[src/design/mms_pkg.sv]
// Package with select codes, register map and reset values
`default_nettype none
package mms_pkg;
    // ----------------------------------------------------------------
    // Select codes
    // ----------------------------------------------------------------
    localparam logic [3:0] SEL_OFF = 4'h0;
    localparam logic [3:0] SEL_CHARGER_INPUT_PIN_V = 4'h1;
    localparam logic [3:0] SEL_CHARGER_INPUT_PIN_I = 4'h2;
    localparam logic [3:0] SEL_BATTERY_PIN_V = 4'h3;
    localparam logic [3:0] SEL_BATTERY_PIN_CHG_I = 4'h4;
    localparam logic [3:0] SEL_BATTERY_PIN_DIS_I = 4'h5;
    localparam logic [3:0] SEL_BATTERY_PIN_NULL = 4'h6;
    localparam logic [3:0] SEL_THM_V = 4'h7;
    localparam logic [3:0] SEL_THERMISTOR_BIAS_PIN_V = 4'h8;
    localparam logic [3:0] SEL_ANALOG_GROUND_PIN_V = 4'h9;
    localparam logic [3:0] SEL_SYS_V = 4'ha;
    localparam int SRC_COUNT = 10;
    // ----------------------------------------------------------------
    // Register map
    // ----------------------------------------------------------------
    localparam logic [3:0] ADDR_SELECT = 4'h0;
    localparam logic [3:0] ADDR_DISCHG = 4'h1;
    localparam logic [3:0] ADDR_STATUS = 4'h2;
    localparam logic [3:0] DISCHG_RESET = 4'hf;
    localparam logic [7:0] UNMAPPED_RDATA = 8'h00;
    // Status field positions
    localparam int ST_BUF_EN = 0;
    localparam int ST_THERMISTOR_BIAS_PIN = 1;
    localparam int ST_CHARGING = 2;
    localparam int ST_VALID_SEL = 3;
    // ----------------------------------------------------------------
    // Charging decode values
    // ----------------------------------------------------------------
    localparam logic [3:0] CHG_DTLS_LO = 4'h1;
    localparam logic [3:0] CHG_DTLS_HI = 4'h7;
    localparam logic [1:0] INPUT_OK = 2'h3;
endpackage : mms_pkg
`default_nettype wire

[src/design/mms_monitor_mux.sv]
// Monitor multiplexer select logic with register port
`default_nettype none
module mms_monitor_mux
    import mms_pkg::*;
#(
    parameter int SEL_W = 4
) (
    // Clock and reset
    input wire logic core_clk_i,
    input wire logic rst_n_i,
    input wire logic clk_en_i,
    // Register port
    input wire logic [3:0] reg_addr_i,
    input wire logic [7:0] reg_wdata_i,
    input wire logic reg_wr_i,
    input wire logic reg_rd_i,
    output logic [7:0] reg_rdata_o,
    // Device status inputs
    input wire logic main_bias_i,
    input wire logic charging_flag_i,
    input wire logic [3:0] charger_state_details_i,
    input wire logic [1:0] input_supply_details_i,
    // Analog switch controls
    output logic [SRC_COUNT-1:0] route_en_o,
    output logic monitor_buf_en_o,
    output logic monitor_output_pin_oe_o,
    output logic thermistor_bias_en_o,
    output logic [3:0] discharge_fullscale_field_o
);
    // ----------------------------------------------------------------
    // Registers
    // ----------------------------------------------------------------
    logic [SEL_W-1:0] sel_q;
    logic [SEL_W-1:0] sel_d;
    logic [3:0] dscale_q;
    logic [3:0] dscale_d;
    logic [7:0] rdata_q;
    logic [7:0] rdata_d;
    logic [SRC_COUNT-1:0] route_q;
    logic [SRC_COUNT-1:0] route_d;
    logic buf_q;
    logic buf_d;
    logic thermistor_bias_pin_q;
    logic thermistor_bias_pin_d;
    logic valid_sel;
    logic charging;

    always_comb begin
        sel_d = sel_q;
        dscale_d = dscale_q;
        rdata_d = rdata_q;
        if (reg_wr_i && reg_addr_i == ADDR_SELECT) begin
            sel_d = reg_wdata_i[SEL_W-1:0];
        end
        if (reg_wr_i && reg_addr_i == ADDR_DISCHG) begin
            dscale_d = reg_wdata_i[3:0];
        end
        if (reg_rd_i) begin
            case (reg_addr_i)
                ADDR_SELECT: rdata_d = {4'h0, sel_q};
                ADDR_DISCHG: rdata_d = {4'h0, dscale_q};
                ADDR_STATUS: begin
                    rdata_d = 8'h00;
                    rdata_d[ST_BUF_EN] = buf_q;
                    rdata_d[ST_THERMISTOR_BIAS_PIN] = thermistor_bias_pin_q;
                    rdata_d[ST_CHARGING] = charging;
                    rdata_d[ST_VALID_SEL] = valid_sel;
                end
                default: rdata_d = UNMAPPED_RDATA;
            endcase
        end
    end

    // ----------------------------------------------------------------
    // Routing decode
    // ----------------------------------------------------------------
    // Codes 1..10 valid; zero and 11..15 are off
    assign valid_sel = (sel_q != SEL_OFF) && (sel_q <= SEL_SYS_V);
    // Charging decode exposed for host convenience
    assign charging = charging_flag_i
        && charger_state_details_i >= CHG_DTLS_LO
        && charger_state_details_i <= CHG_DTLS_HI
        && input_supply_details_i == INPUT_OK;

    genvar g;
    generate
        for (g = 0; g < SRC_COUNT; g++) begin : g_route
            // One-hot: bit g follows code g+1, charger state ignored
            assign route_d[g] = (sel_q == SEL_W'(g + 1));
        end
    endgenerate

    always_comb begin
        buf_d = main_bias_i && valid_sel;
        thermistor_bias_pin_d = (sel_q == SEL_THM_V) || (sel_q == SEL_THERMISTOR_BIAS_PIN_V);
    end

    always_ff @(posedge core_clk_i) begin
        if (!rst_n_i) begin
            sel_q <= SEL_OFF;
            dscale_q <= DISCHG_RESET;
            rdata_q <= 8'h00;
            route_q <= '0;
            buf_q <= 1'b0;
            thermistor_bias_pin_q <= 1'b0;
        end else if (clk_en_i) begin
            sel_q <= sel_d;
            dscale_q <= dscale_d;
            rdata_q <= rdata_d;
            route_q <= route_d;
            buf_q <= buf_d;
            thermistor_bias_pin_q <= thermistor_bias_pin_d;
        end
    end

    assign reg_rdata_o = rdata_q;
    assign route_en_o = route_q;
    assign monitor_buf_en_o = buf_q;
    assign monitor_output_pin_oe_o = buf_q;
    assign thermistor_bias_en_o = thermistor_bias_pin_q;
    assign discharge_fullscale_field_o = dscale_q;
endmodule : mms_monitor_mux
`default_nettype wire

[config.mk]
export PLATFORM = sky130hd
export DESIGN_NAME = mms_monitor_mux
export DESIGN_NICKNAME = d
export VERILOG_FILES = /design/src/design/mms_pkg.sv /design/src/design/mms_monitor_mux.sv
export SDC_FILE = /design/constraint.sdc
export NUM_CORES = 1
export LEC_CHECK = 0
export ABC_AREA = 1
export BUFFER_PORTS_ARGS = -buffer_cell sky130_fd_sc_hd__buf_2
export CAP_MARGIN = 20
export CORE_ASPECT_RATIO = 1.4
export CORE_UTILIZATION = 41
export DETAILED_ROUTE_END_ITERATION = 6
export GPL_TIMING_DRIVEN = 0
export PLACE_DENSITY = 0.74
export SYNTH_ARGS = -nofsm -noshare
export SYNTH_HDL_FRONTEND = slang
export SYNTH_SLANG_ARGS = --single-unit
export TNS_END_PERCENT = 1
[constraint.sdc]
create_clock -name core_clk_i -period 0.89 [get_ports core_clk_i]
set_input_delay 0.2225 -clock core_clk_i [delete_from_list [all_inputs] [get_ports core_clk_i]]
set_output_delay 0.2225 -clock core_clk_i [all_outputs]
set_load 0.02 [all_outputs]
==> results of run 1 <==
-- per-stage QoR --
stage | power [mW] | setup TNS, ns | utilization
after floorplan | 1.255 | -0.1215 | -
after global placement | 1.338 | -3.695 | 0.5353
after detailed placement | 1.339 | -3.687 | 0.5353
after CTS | 1.806 | -3.108 | 0.6117
after global routing | 1.902 | -4.606 | 0.6272
final | 1.812 | -3.029 | 0.6272
-- sequential cells by signal (all words and copies together), names as in the netlist --
register	flops
thermistor_bias_en_o	1
discharge_fullscale_field_o	4
reg_rdata_o	4
monitor_buf_en_o	1
route_en_o	10
sel_q	4
-- synthesized netlist by cell type, drive strengths merged --
library cell,n,share of area
nor2,13,0.051
inv,14,0.047
nand2,51,0.17
dfxtp,24,0.43
a22oi,2,0.013
clkbuf,1,0.0034
nor3,2,0.018
nand3,21,0.10
buf,8,0.048
clkinv,2,0.0078
conb,1,0.0034
a21oi,17,0.080
o21ai,5,0.022
-- layout make-up --
type,count,share of cell area
Multi-Input combinational cell,115,0.3539
Sequential cell,24,0.3192
Timing Repair Buffer,42,0.2082
Inverter,16,0.03932
Buffer,9,0.03778
Tap cell,36,0.02776
Clock buffer,3,0.01388
-- worst max-delay path, stage by stage (launching register included) --
cell	delay [ns]
sky130_fd_sc_hd__dfxtp_2	0.36
sky130_fd_sc_hd__buf_6	0.11
sky130_fd_sc_hd__buf_6	0.12
-- path summary, 6_finish.rpt --
path | slack [ns] | to | cells past startpoint
hold / removal | 0.11 | discharge_fullscale_field_o[3]$_SDFFE_PN1P_ | 3
setup / recovery | -0.24 | monitor_output_pin_oe_o | 2
hold reg to reg | 0.48 | route_en_o[0]$_SDFFE_PN0P_ | 2
setup reg to reg | -0.14 | reg_rdata_o[3]$_SDFFE_PN0P_ | 8
-- per-layer routing --
metal / track usage / routed length, um / share of wire
met1: 0.2287 / 1042 / 0.42
met4: 0.08824 / 50 / 0.020
met3: 0.03438 / 80 / 0.032
met5: 0 / 0 / 0
met2: 0.3451 / 1298 / 0.53
-- cells by family (layout without fill, tap and decap cells) --
kind of cell    Yosys count  count (layout)  synth area share
simple gates             87              87            0.3434
buf+inv                  25              70            0.1066
flops                    24              24            0.4310
other cells               1               4          0.003364
compound gates           24              24            0.1156
-- timing repair --
action / CTS / global route
cloned: 0 / 0
pin swaps: 0 / 1
gates resized for setup: 67 / 13
hold buffers: 0 / 0
setup endpoints to repair: 33 / 36
buffers inserted: 1 / 0
-- where the power goes --
group	internal (mW)	switching [mW]	leakage (nW)
combinational	0.102	0.142	0.512
clock	0.159	0.320	0.0138
sequential	1.08	0.0126	0.203
==> impl_metrics.tcl, run 1 <==
set metrics [dict create \
    start_kind "flop" \
    stdcell_count 245 \
    drive_above_1_share 0.4833 \
    dpl.hpwl_mm 1.874 \
    number_of_vias_per_cell 4.722 \
    mappedNetlistArea_sq_mm 0.001115 \
    synth_area_per_cell_sq_um 6.924 \
    crit_path_start "monitor_buf_en_o$_SDFFE_PN0P_" \
    finalHoldViolations 0 \
    wl_per_cell_um 10.08 \
    port_buffers 41 \
    critPathRequiredTime_ns 0.67 \
    layout_common_cells "sky130_fd_sc_hd__nand2_1 (48), sky130_fd_sc_hd__buf_2 (22), sky130_fd_sc_hd__buf_6 (21), sky130_fd_sc_hd__dfxtp_2 (21), sky130_fd_sc_hd__nand3_1 (19)" \
    core_region_area_sq_mm 0.002587 \
    grt_pass1_vias 1070 \
    number_of_antenna_repair_diodes 0 \
    count_of_tritonroute_iterations_in_the_first_routing_pass 4 \
    hold_path.startpoint "reg_wdata_i[3]" \
    initial_cell_density_of_the_core 0.4309 \
    multi_input_logic_area_sq_um 574.3 \
    route.detailed.drc 0 \
    ir_drop_v 0.0007689 \
    rsz0062_at_grt "yes" \
    max_freq_ghz 0.8844 \
    placed_cell_area_sq_mm 0.001385 \
    die_height_um 63.70 \
    setup_violations 28 \
    design.die.area_sq_mm 0.002935 \
    synthesis.yosys.warnings 0 \
    critPathKind "flop to output pin" \
    dpl.cell_count 241 \
    r2r_start "sel_q[1]$_SDFFE_PN0P_" \
    violations_in_the_final_reports "negative setup slack" \
    timing.critical_path.arrival_ns 0.91 \
    drt.antenna.violating_nets 0 \
    die-width_um 46.07 \
    gp_congestion 0.7585 \
    run_status "finished with violations" \
    cts_made_buffers 3 \
    dp_worst_setup_slack_ns -0.2096 \
    commonest_non_fill_non_tap_cell_in_the_layout "sky130_fd_sc_hd__nand2_1" \
    layout_min_cycle_time_ns 1.131 \
    drt_wl_total_mm 2.470 \
    seq_area_frac_synth 0.4310 \
    final_min_period_over_clock_period 1.271 \
    seq_cell_area_sq_um 518.0 \
    rows 22 \
    initial_drt_markers 25 \
    skew_ns 0.01534 \
    vias 1157 \
    grt_antenna_before_repair 0 \
    largest_net_degree_at_the_start_of_global_routing 13 \
    nNetsFinal 236 \
    num_io_pins 50 \
    fillCellCount 265 \
    cap_viol_max_count 0 \
    clock-sinks 24 \
    whs_ns 0.1099 \
    timing.critical_path.fanout_max 3 \
    power_density_mw_per_mm2 1117 \
    first_pass_grt_wire_length_mm 4.353 \
    grt_util_all_layers 0.2008 \
    end_kind "output pin" \
    finalInstanceArea_sq_mm 0.001623 \
    grt-ovfl-total 0 \
    setup_ws_final_ns -0.2408 \
    clock_root_buffer "sky130_fd_sc_hd__clkbuf_4" \
    tritoncts "done" \
    path_clk_slew_ns 0.14 \
    synthDistinctLibCells 21 \
    area.growth.synth_to_final_pct 45.57 \
    slew_violations 0 \
    post_synth_inst_count 161 \
    maximum_clock_insertion_buffer_count 2 \
    synth.ff_latch_count 24 \
    cts.htree.levels 1 \
    total_leakage_power_nw 0.7284 \
    hold_class "input port to flop" \
    clkLatencyLatePin_ns 0.32 \
]
Note: power is estimated with default switching activity, not from simulation.
==> run 2: changes to the inputs <==
- CORE_ASPECT_RATIO: 1.4 -> unset
- clock period: 0.89 -> 1 ns (I/O delays scaled with it)
==> impl_metrics.tcl, run 2 (synthesis gave the netlist of run 1 again) <==
set metrics [dict create \
    cpMostUsedCell "sky130_fd_sc_hd__buf_6" \
    largest_register_ff_count 10 \
    total_leakage_power_nw 0.7530 \
    worst_path_dominant_cell_family "flip-flops" \
    skew_ns 0.01193 \
    number_of_vias_per_cell 4.731 \
    critical_path.slowest_cell "sky130_fd_sc_hd__dfxtp_2" \
    cts.htree.levels 1 \
    fillCellCount 218 \
    clkLatencyLatePin_ns 0.32 \
    run_status "finished with violations" \
    drt.antenna.violating_nets 0 \
    nNetsFinal 238 \
    final_min_period_over_clock_period 1.158 \
    design.die.area_sq_mm 0.002932 \
    power.internal_mw 1.459 \
    core_region_area_sq_mm 0.002522 \
    setup_ws_final_ns -0.1575 \
    final_core_utilization 0.6483 \
    num_io_pins 50 \
    drt_wl_total_mm 2.590 \
    timing.critical_path.fanout_max 3 \
    port_buffers 41 \
    post-layout-total-power_mw 1.876 \
    initial_cell_density_of_the_core 0.4420 \
    setup_violations 22 \
    timing.critical_path.arrival_ns 0.91 \
    ir_drop_v 0.001280 \
    maximum_clock_insertion_buffer_count 2 \
    power.switching_mw 0.4167 \
    drive_above_1_share 0.4623 \
    hold_class "input port to flop" \
    gp_congestion 0.7612 \
    power_density_mw_per_mm2 1147 \
    area.growth.synth_to_final_pct 46.69 \
    dpl.cell_count 235 \
    rows 18 \
    clock-sinks 24 \
    end_kind "output pin" \
    first_pass_grt_wire_length_mm 4.229 \
    worstPathCellList "buf_6, buf_6" \
    sequential_group_share_of_total_power 0.518 \
    slew_violations 0 \
    path_clk_slew_ns 0.13 \
    p_clk_frac 0.365 \
    wl_per_cell_um 10.70 \
    seq_cell_area_sq_um 515.5 \
    critical-path-max-stage-delay_ns 0.36 \
    grt_pass1_vias 999 \
    grt-ovfl-total 0 \
    route.detailed.drc 0 \
    clock_root_buffer "sky130_fd_sc_hd__clkbuf_4" \
    count_of_tritonroute_iterations_in_the_first_routing_pass 5 \
    cap_viol_max_count 0 \
    violations_in_the_final_reports "negative setup slack" \
    die_height_um 54.15 \
    power_switching_share 0.2222 \
    number_of_antenna_repair_diodes 0 \
    timing.critical_path.buf_inv 2 \
    multi_input_logic_area_sq_um 551.8 \
    stdcell_count 242 \
    dpl.hpwl_mm 1.846 \
    rsz0062_at_grt "yes" \
    cts_made_buffers 3 \
    vias 1145 \
    grt_util_all_layers 0.2002 \
    dp_worst_setup_slack_ns -0.1505 \
    critPathKind "flop to output pin" \
    start_kind "flop" \
    critPathRequiredTime_ns 0.75 \
    largest_net_degree_at_the_start_of_global_routing 15 \
    max_freq_ghz 0.8639 \
    commonest_non_fill_non_tap_cell_in_the_layout "sky130_fd_sc_hd__nand2_1" \
    layout_min_cycle_time_ns 1.158 \
    initial_drt_markers 20 \
    die-width_um 54.15 \
    finalHoldViolations 0 \
    layout_common_cells "sky130_fd_sc_hd__nand2_1 (51), sky130_fd_sc_hd__buf_2 (22), sky130_fd_sc_hd__dfxtp_2 (22), sky130_fd_sc_hd__buf_6 (21), sky130_fd_sc_hd__nand3_1 (19)" \
    grt_antenna_before_repair 0 \
    tritoncts "done" \
    power.share.combinational 0.117 \
]
==> run 2: changes by cell type in the layout (fill, tap and decap cells not counted), moves of 2 or more <==
cell | previous run | this run
sky130_fd_sc_hd__inv_1 | 9 | 11
sky130_fd_sc_hd__buf_4 | 6 | 8
sky130_fd_sc_hd__a21oi_2 | 4 | 2
sky130_fd_sc_hd__a21oi_1 | 13 | 15
sky130_fd_sc_hd__nand2_2 | 3 | 0
sky130_fd_sc_hd__nor2_2 | 6 | 9
sky130_fd_sc_hd__nor2_4 | 2 | 0
sky130_fd_sc_hd__inv_2 | 4 | 2
sky130_fd_sc_hd__nand2_1 | 48 | 51
==> run 2: timing repair <==
item                                    in CTS  in global routing
buffers inserted                             1                  2
resized for setup                           63                 14
hold buffers                                 0                  0
pin swaps                                    0                  1
endpoints found under the setup margin      26                 33
==> run 2: worst paths after layout <==
kind | startpoint | end | slack [ns] | depth (start not counted)
worst min-delay path | reg_wdata_i[1] | discharge_fullscale_field_o[1]$_SDFFE_PN1P_ | 0.15 | 3
worst max-delay path | monitor_buf_en_o$_SDFFE_PN0P_ | monitor_output_pin_oe_o | -0.16 | 2
worst max register to register | sel_q[1]$_SDFFE_PN0P_ | reg_rdata_o[3]$_SDFFE_PN0P_ | -0.05 | 8
worst min register to register | route_en_o[3]$_SDFFE_PN0P_ | route_en_o[3]$_SDFFE_PN0P_ | 0.48 | 2
==> run 2: tightest hold or removal path, stage by stage <==
cell and delay (ns):
sky130_fd_sc_hd__buf_2 0.09, sky130_fd_sc_hd__nand2_1 0.05, sky130_fd_sc_hd__nand3_1 0.05
==> run 2: routing by layer <==
metal	part of all wire	global-route usage	vias to the layer above	wire (um)
met2	0.51	0.3415	25	1332
met3	0.042	0.05932	2	108
met4	0.0050	0.02991	0	13
li1	-	-	608	-
met5	0	0	-	0
met1	0.44	0.2508	510	1135
==> run 2: area by class of cell <==
cell class | count | share of cell area
buffer | 9 | 0.03749
clock buffer | 3 | 0.01377
clock inverter | 1 | 0.01836
inverter | 16 | 0.03902
multi-input combinational | 115 | 0.3374
sequential | 24 | 0.3152
tap | 30 | 0.02295
timing repair buffer | 44 | 0.2158
==> run 2: power by group through the flow <==
stage,logic [mW],registers [mW],clock network [mW]
6_report,0.219,0.972,0.685
2_1_floorplan,0.113,1.00,0
4_1_cts,0.210,0.976,0.700
5_1_grt,0.246,0.974,0.740
3_3_place_gp,0.194,0.995,0
3_5_place_dp,0.196,0.995,0
==> run 2: per-stage QoR <==
| stage | setup TNS, ns | area [sq um] | hold WS [ns] |
|---|---|---|---|
| 6_report | -1.064 | 1635 | 0.1509 |
| 4_1_cts | -1.286 | 1583 | 0.1480 |
| 2_1_floorplan | 0 | 1126 | 0.3444 |
| 3_3_place_gp | -1.745 | 1369 | 0.4506 |
| 3_5_place_dp | -1.981 | 1369 | 0.4551 |
| 5_1_grt | -2.104 | 1635 | 0.1566 |
==> run 3: changes to the inputs <==
--- a/config.mk
+++ b/config.mk
@@ -6,8 +6,7 @@
 export NUM_CORES = 1
 export LEC_CHECK = 0
-export ABC_AREA = 1
 export BUFFER_PORTS_ARGS = -buffer_cell sky130_fd_sc_hd__buf_2
 export CAP_MARGIN = 20
-export CORE_UTILIZATION = 41
+export CORE_UTILIZATION = 42
 export DETAILED_ROUTE_END_ITERATION = 6
 export GPL_TIMING_DRIVEN = 0
==> constraint.sdc (replaced) <==
create_clock -name core_clk_i -period 1 [get_ports core_clk_i]
set_input_delay 0.25 -clock core_clk_i [delete_from_list [all_inputs] [get_ports core_clk_i]]
set_output_delay 0.25 -clock core_clk_i [all_outputs]
set_load 0.05 [all_outputs]
==> impl_metrics.tcl, run 3 <==
set metrics [dict create \
    power_density_mw_per_mm2 1047 \
    synth_area_leader_cell "sky130_fd_sc_hd__dfxtp_1" \
    post-layout-total-power_mw 1.950 \
    clkLatencyLatePin_ns 0.33 \
    layout_common_cells "sky130_fd_sc_hd__dfxtp_2 (20), sky130_fd_sc_hd__buf_2 (18), sky130_fd_sc_hd__buf_8 (17), sky130_fd_sc_hd__nand2_1 (14), sky130_fd_sc_hd__mux2i_1 (11)" \
    clock_root_buffer "sky130_fd_sc_hd__clkbuf_4" \
    synth_area_per_cell_sq_um 8.531 \
    setup_violations 42 \
    grt_pass1_vias 1155 \
    power_switching_share 0.2489 \
    drt.antenna.violating_nets 0 \
    mappedNetlistArea_sq_mm 0.001220 \
    final_min_period_over_clock_period 1.188 \
    num_io_pins 50 \
    ir_drop_v 0.001328 \
    ys_top_cells_by_area "sky130_fd_sc_hd__dfxtp_1 (39%), sky130_fd_sc_hd__mux2i_1 (9.0%), sky130_fd_sc_hd__nand2b_1 (5.1%)" \
    core_region_area_sq_mm 0.002758 \
    gp_congestion 0.8343 \
    rsz0062_at_grt "yes" \
    vias 1199 \
    sequential_group_share_of_total_power 0.493 \
    cts_made_buffers 3 \
    critPathRequiredTime_ns 0.75 \
    initial_cell_density_of_the_core 0.4424 \
    rows 19 \
    critical-path-max-stage-delay_ns 0.36 \
    critPathKind "flop to output pin" \
    yosysTopAreaCellShare 0.3938 \
    power.internal_mw 1.464 \
    run_status "finished with violations" \
    timing.critical_path.arrival_ns 0.94 \
    synthDistinctLibCells 34 \
    ctsHoldBuffers 0 \
    skew_ns 0.003052 \
    total_leakage_power_nw 0.7235 \
    tightestPinTransition_ns 0.6087 \
    grt-ovfl-total 0 \
    seq_area_frac_synth 0.3938 \
    clock-sinks 24 \
    slew_headroom 0.5837 \
    layout_min_cycle_time_ns 1.188 \
    dpl.hpwl_mm 2.060 \
    initial_drt_markers 35 \
    number_of_vias_per_cell 5.425 \
    cap_viol_max_count 0 \
    slew_violations 0 \
    hold_class "input port to flop" \
    post_synth_inst_count 143 \
    end_kind "output pin" \
    tritoncts "done" \
    drt_wl_total_mm 3.126 \
    commonest_non_fill_non_tap_cell_in_the_layout "sky130_fd_sc_hd__dfxtp_2" \
    p_clk_frac 0.371 \
    synth_common_cells "sky130_fd_sc_hd__dfxtp_1 (24), sky130_fd_sc_hd__nand2_1 (14), sky130_fd_sc_hd__a21oi_1 (11), sky130_fd_sc_hd__mux2i_1 (11)" \
    synth.ff_latch_count 24 \
    area.growth.synth_to_final_pct 52.62 \
    max_freq_ghz 0.8417 \
    largest_family_of_logic_cells_by_synthesized_area "simple AND/OR/NAND/NOR gates" \
    post_synth_fa_ha_maj_area_fraction 0 \
    count_of_flip_flops_with_a_built_in_enable_after_synthesis 0 \
    nNetsFinal 216 \
    path_clk_slew_ns 0.14 \
    ys.flop_type "sky130_fd_sc_hd__dfxtp_1" \
    start_kind "flop" \
    largest_net_degree_at_the_start_of_global_routing 15 \
    worstPathCellList "buf_6, buf_8" \
    power.switching_mw 0.4852 \
    grt_antenna_before_repair 0 \
    final_core_utilization 0.6751 \
    cts.htree.levels 1 \
    grt_util_all_layers 0.1978 \
    wl_per_cell_um 14.14 \
    count_of_tritonroute_iterations_in_the_first_routing_pass 5 \
    synthesis.yosys.warnings 0 \
    maximum_clock_insertion_buffer_count 2 \
    timing.critical_path.fanout_max 3 \
    finalHoldViolations 0 \
    power.share.combinational 0.136 \
    first_pass_grt_wire_length_mm 4.961 \
    post_synth_mux_area_share 0.09026 \
    die_height_um 55.90 \
    critical_path.slowest_cell "sky130_fd_sc_hd__dfxtp_2" \
    route.detailed.drc 0 \
    port_buffers 39 \
    post_synthesis_simple_gate_area_fraction 0.2964 \
    die-width_um 55.90 \
    violations_in_the_final_reports "negative setup slack" \
    postSynth.asyncResetShare 0 \
    synth-xor-area-share 0 \
    drive_above_1_share 0.5000 \
    setup_ws_final_ns -0.1881 \
    post-synth-top-count-cell "sky130_fd_sc_hd__dfxtp_1" \
    largest_register_ff_count 10 \
    number_of_antenna_repair_diodes 0 \
    design.die.area_sq_mm 0.003124 \
    synth_compound_gate_area_share 0.1395 \
]
==> run 3: cell types whose count changed in the layout (fill, tap and decap cells not counted), sizes merged, moves of 6 or more <==
cell    previous run  this run
nand2             51        14
nand3             21         9
mux2i              0        11
clkbuf             4        11
nand2b             0        10
a21oi             17        11
inv               14         3
==> run 3: critical path, delay by kind of cell (launching register included) <==
| family | cells | cell delay (ns) |
|---|---|---|
| buf+inv | 2 | 0.25 |
| flops | 1 | 0.36 |
==> run 3: worst paths after layout <==
| check | from | to | slack, ns | cells past startpoint |
|---|---|---|---|---|
| worst min register to register | route_en_o[0]$_SDFFE_PN0P_ | route_en_o[0]$_SDFFE_PN0P_ | 0.49 | 2 |
| worst max register to register | sel_q[1]$_SDFFE_PN0P_ | reg_rdata_o[3]$_SDFFE_PN0P_ | -0.18 | 3 |
| worst max-delay path | monitor_buf_en_o$_SDFFE_PN0P_ | monitor_output_pin_oe_o | -0.19 | 2 |
| worst min-delay path | reg_wdata_i[2] | sel_q[2]$_SDFFE_PN0P_ | 0.16 | 3 |
==> run 3: area by class of cell <==
class                   instances  area (sq um)
multi-input cells             104         724.4
fillers                       210         895.9
clock buffers                   3         22.52
plain buffers                  14         105.1
flip-flops and latches         24         520.5
clock inverters                 1         30.03
inverters                       3         11.26
well taps                      31         38.79
repair buffers                 41         409.1
==> run 3: cell families after synthesis <==
| group | after synthesis |
|---|---|
| and+or+nand+nor | 64 |
| muxes | 11 |
| AOI/OAI and AO/OA | 25 |
| other | 1 |
| DFF | 24 |
| buffers and inverters | 18 |
==> run 3: metal layers <==
layer	track usage	vias up	wire, um
li1	-	590	-
met1	0.2434	573	1331
met2	0.3373	30	1609
met3	0.02558	6	133
met4	0.1045	0	51
met5	0	-	0
==> run 3: repair_timing <==
item	CTS	global route
pin swaps	9	4
hold endpoints to repair	0	0
gates resized for setup	98	13
buffers inserted	2	0
endpoints found under the setup margin	45	45
==> run 3: stage by stage <==
step	std cells	cell area [sq um]	hold WS, ns	setup WS, ns	setup TNS, ns
3_3_place_gp	216	1469	0.4579	-0.5213	-7.459
4_1_cts	221	1810	0.1540	-0.1903	-4.320
2_1_floorplan	146	1235	0.3883	-0.4166	-4.928
5_1_grt	221	1862	0.1448	-0.2278	-6.310
3_5_place_dp	216	1469	0.4581	-0.5446	-8.152
6_report	221	1862	0.1589	-0.1881	-4.467
==> run 3: power by group through the flow <==
stage | Clock, mW | Combinational (mW) | Sequential, mW
3_3_place_gp | 0 | 0.233 | 0.988
5_1_grt | 0.775 | 0.284 | 0.961
3_5_place_dp | 0 | 0.238 | 0.988
6_report | 0.723 | 0.266 | 0.960
2_1_floorplan | 0 | 0.149 | 1.01
4_1_cts | 0.734 | 0.258 | 0.962
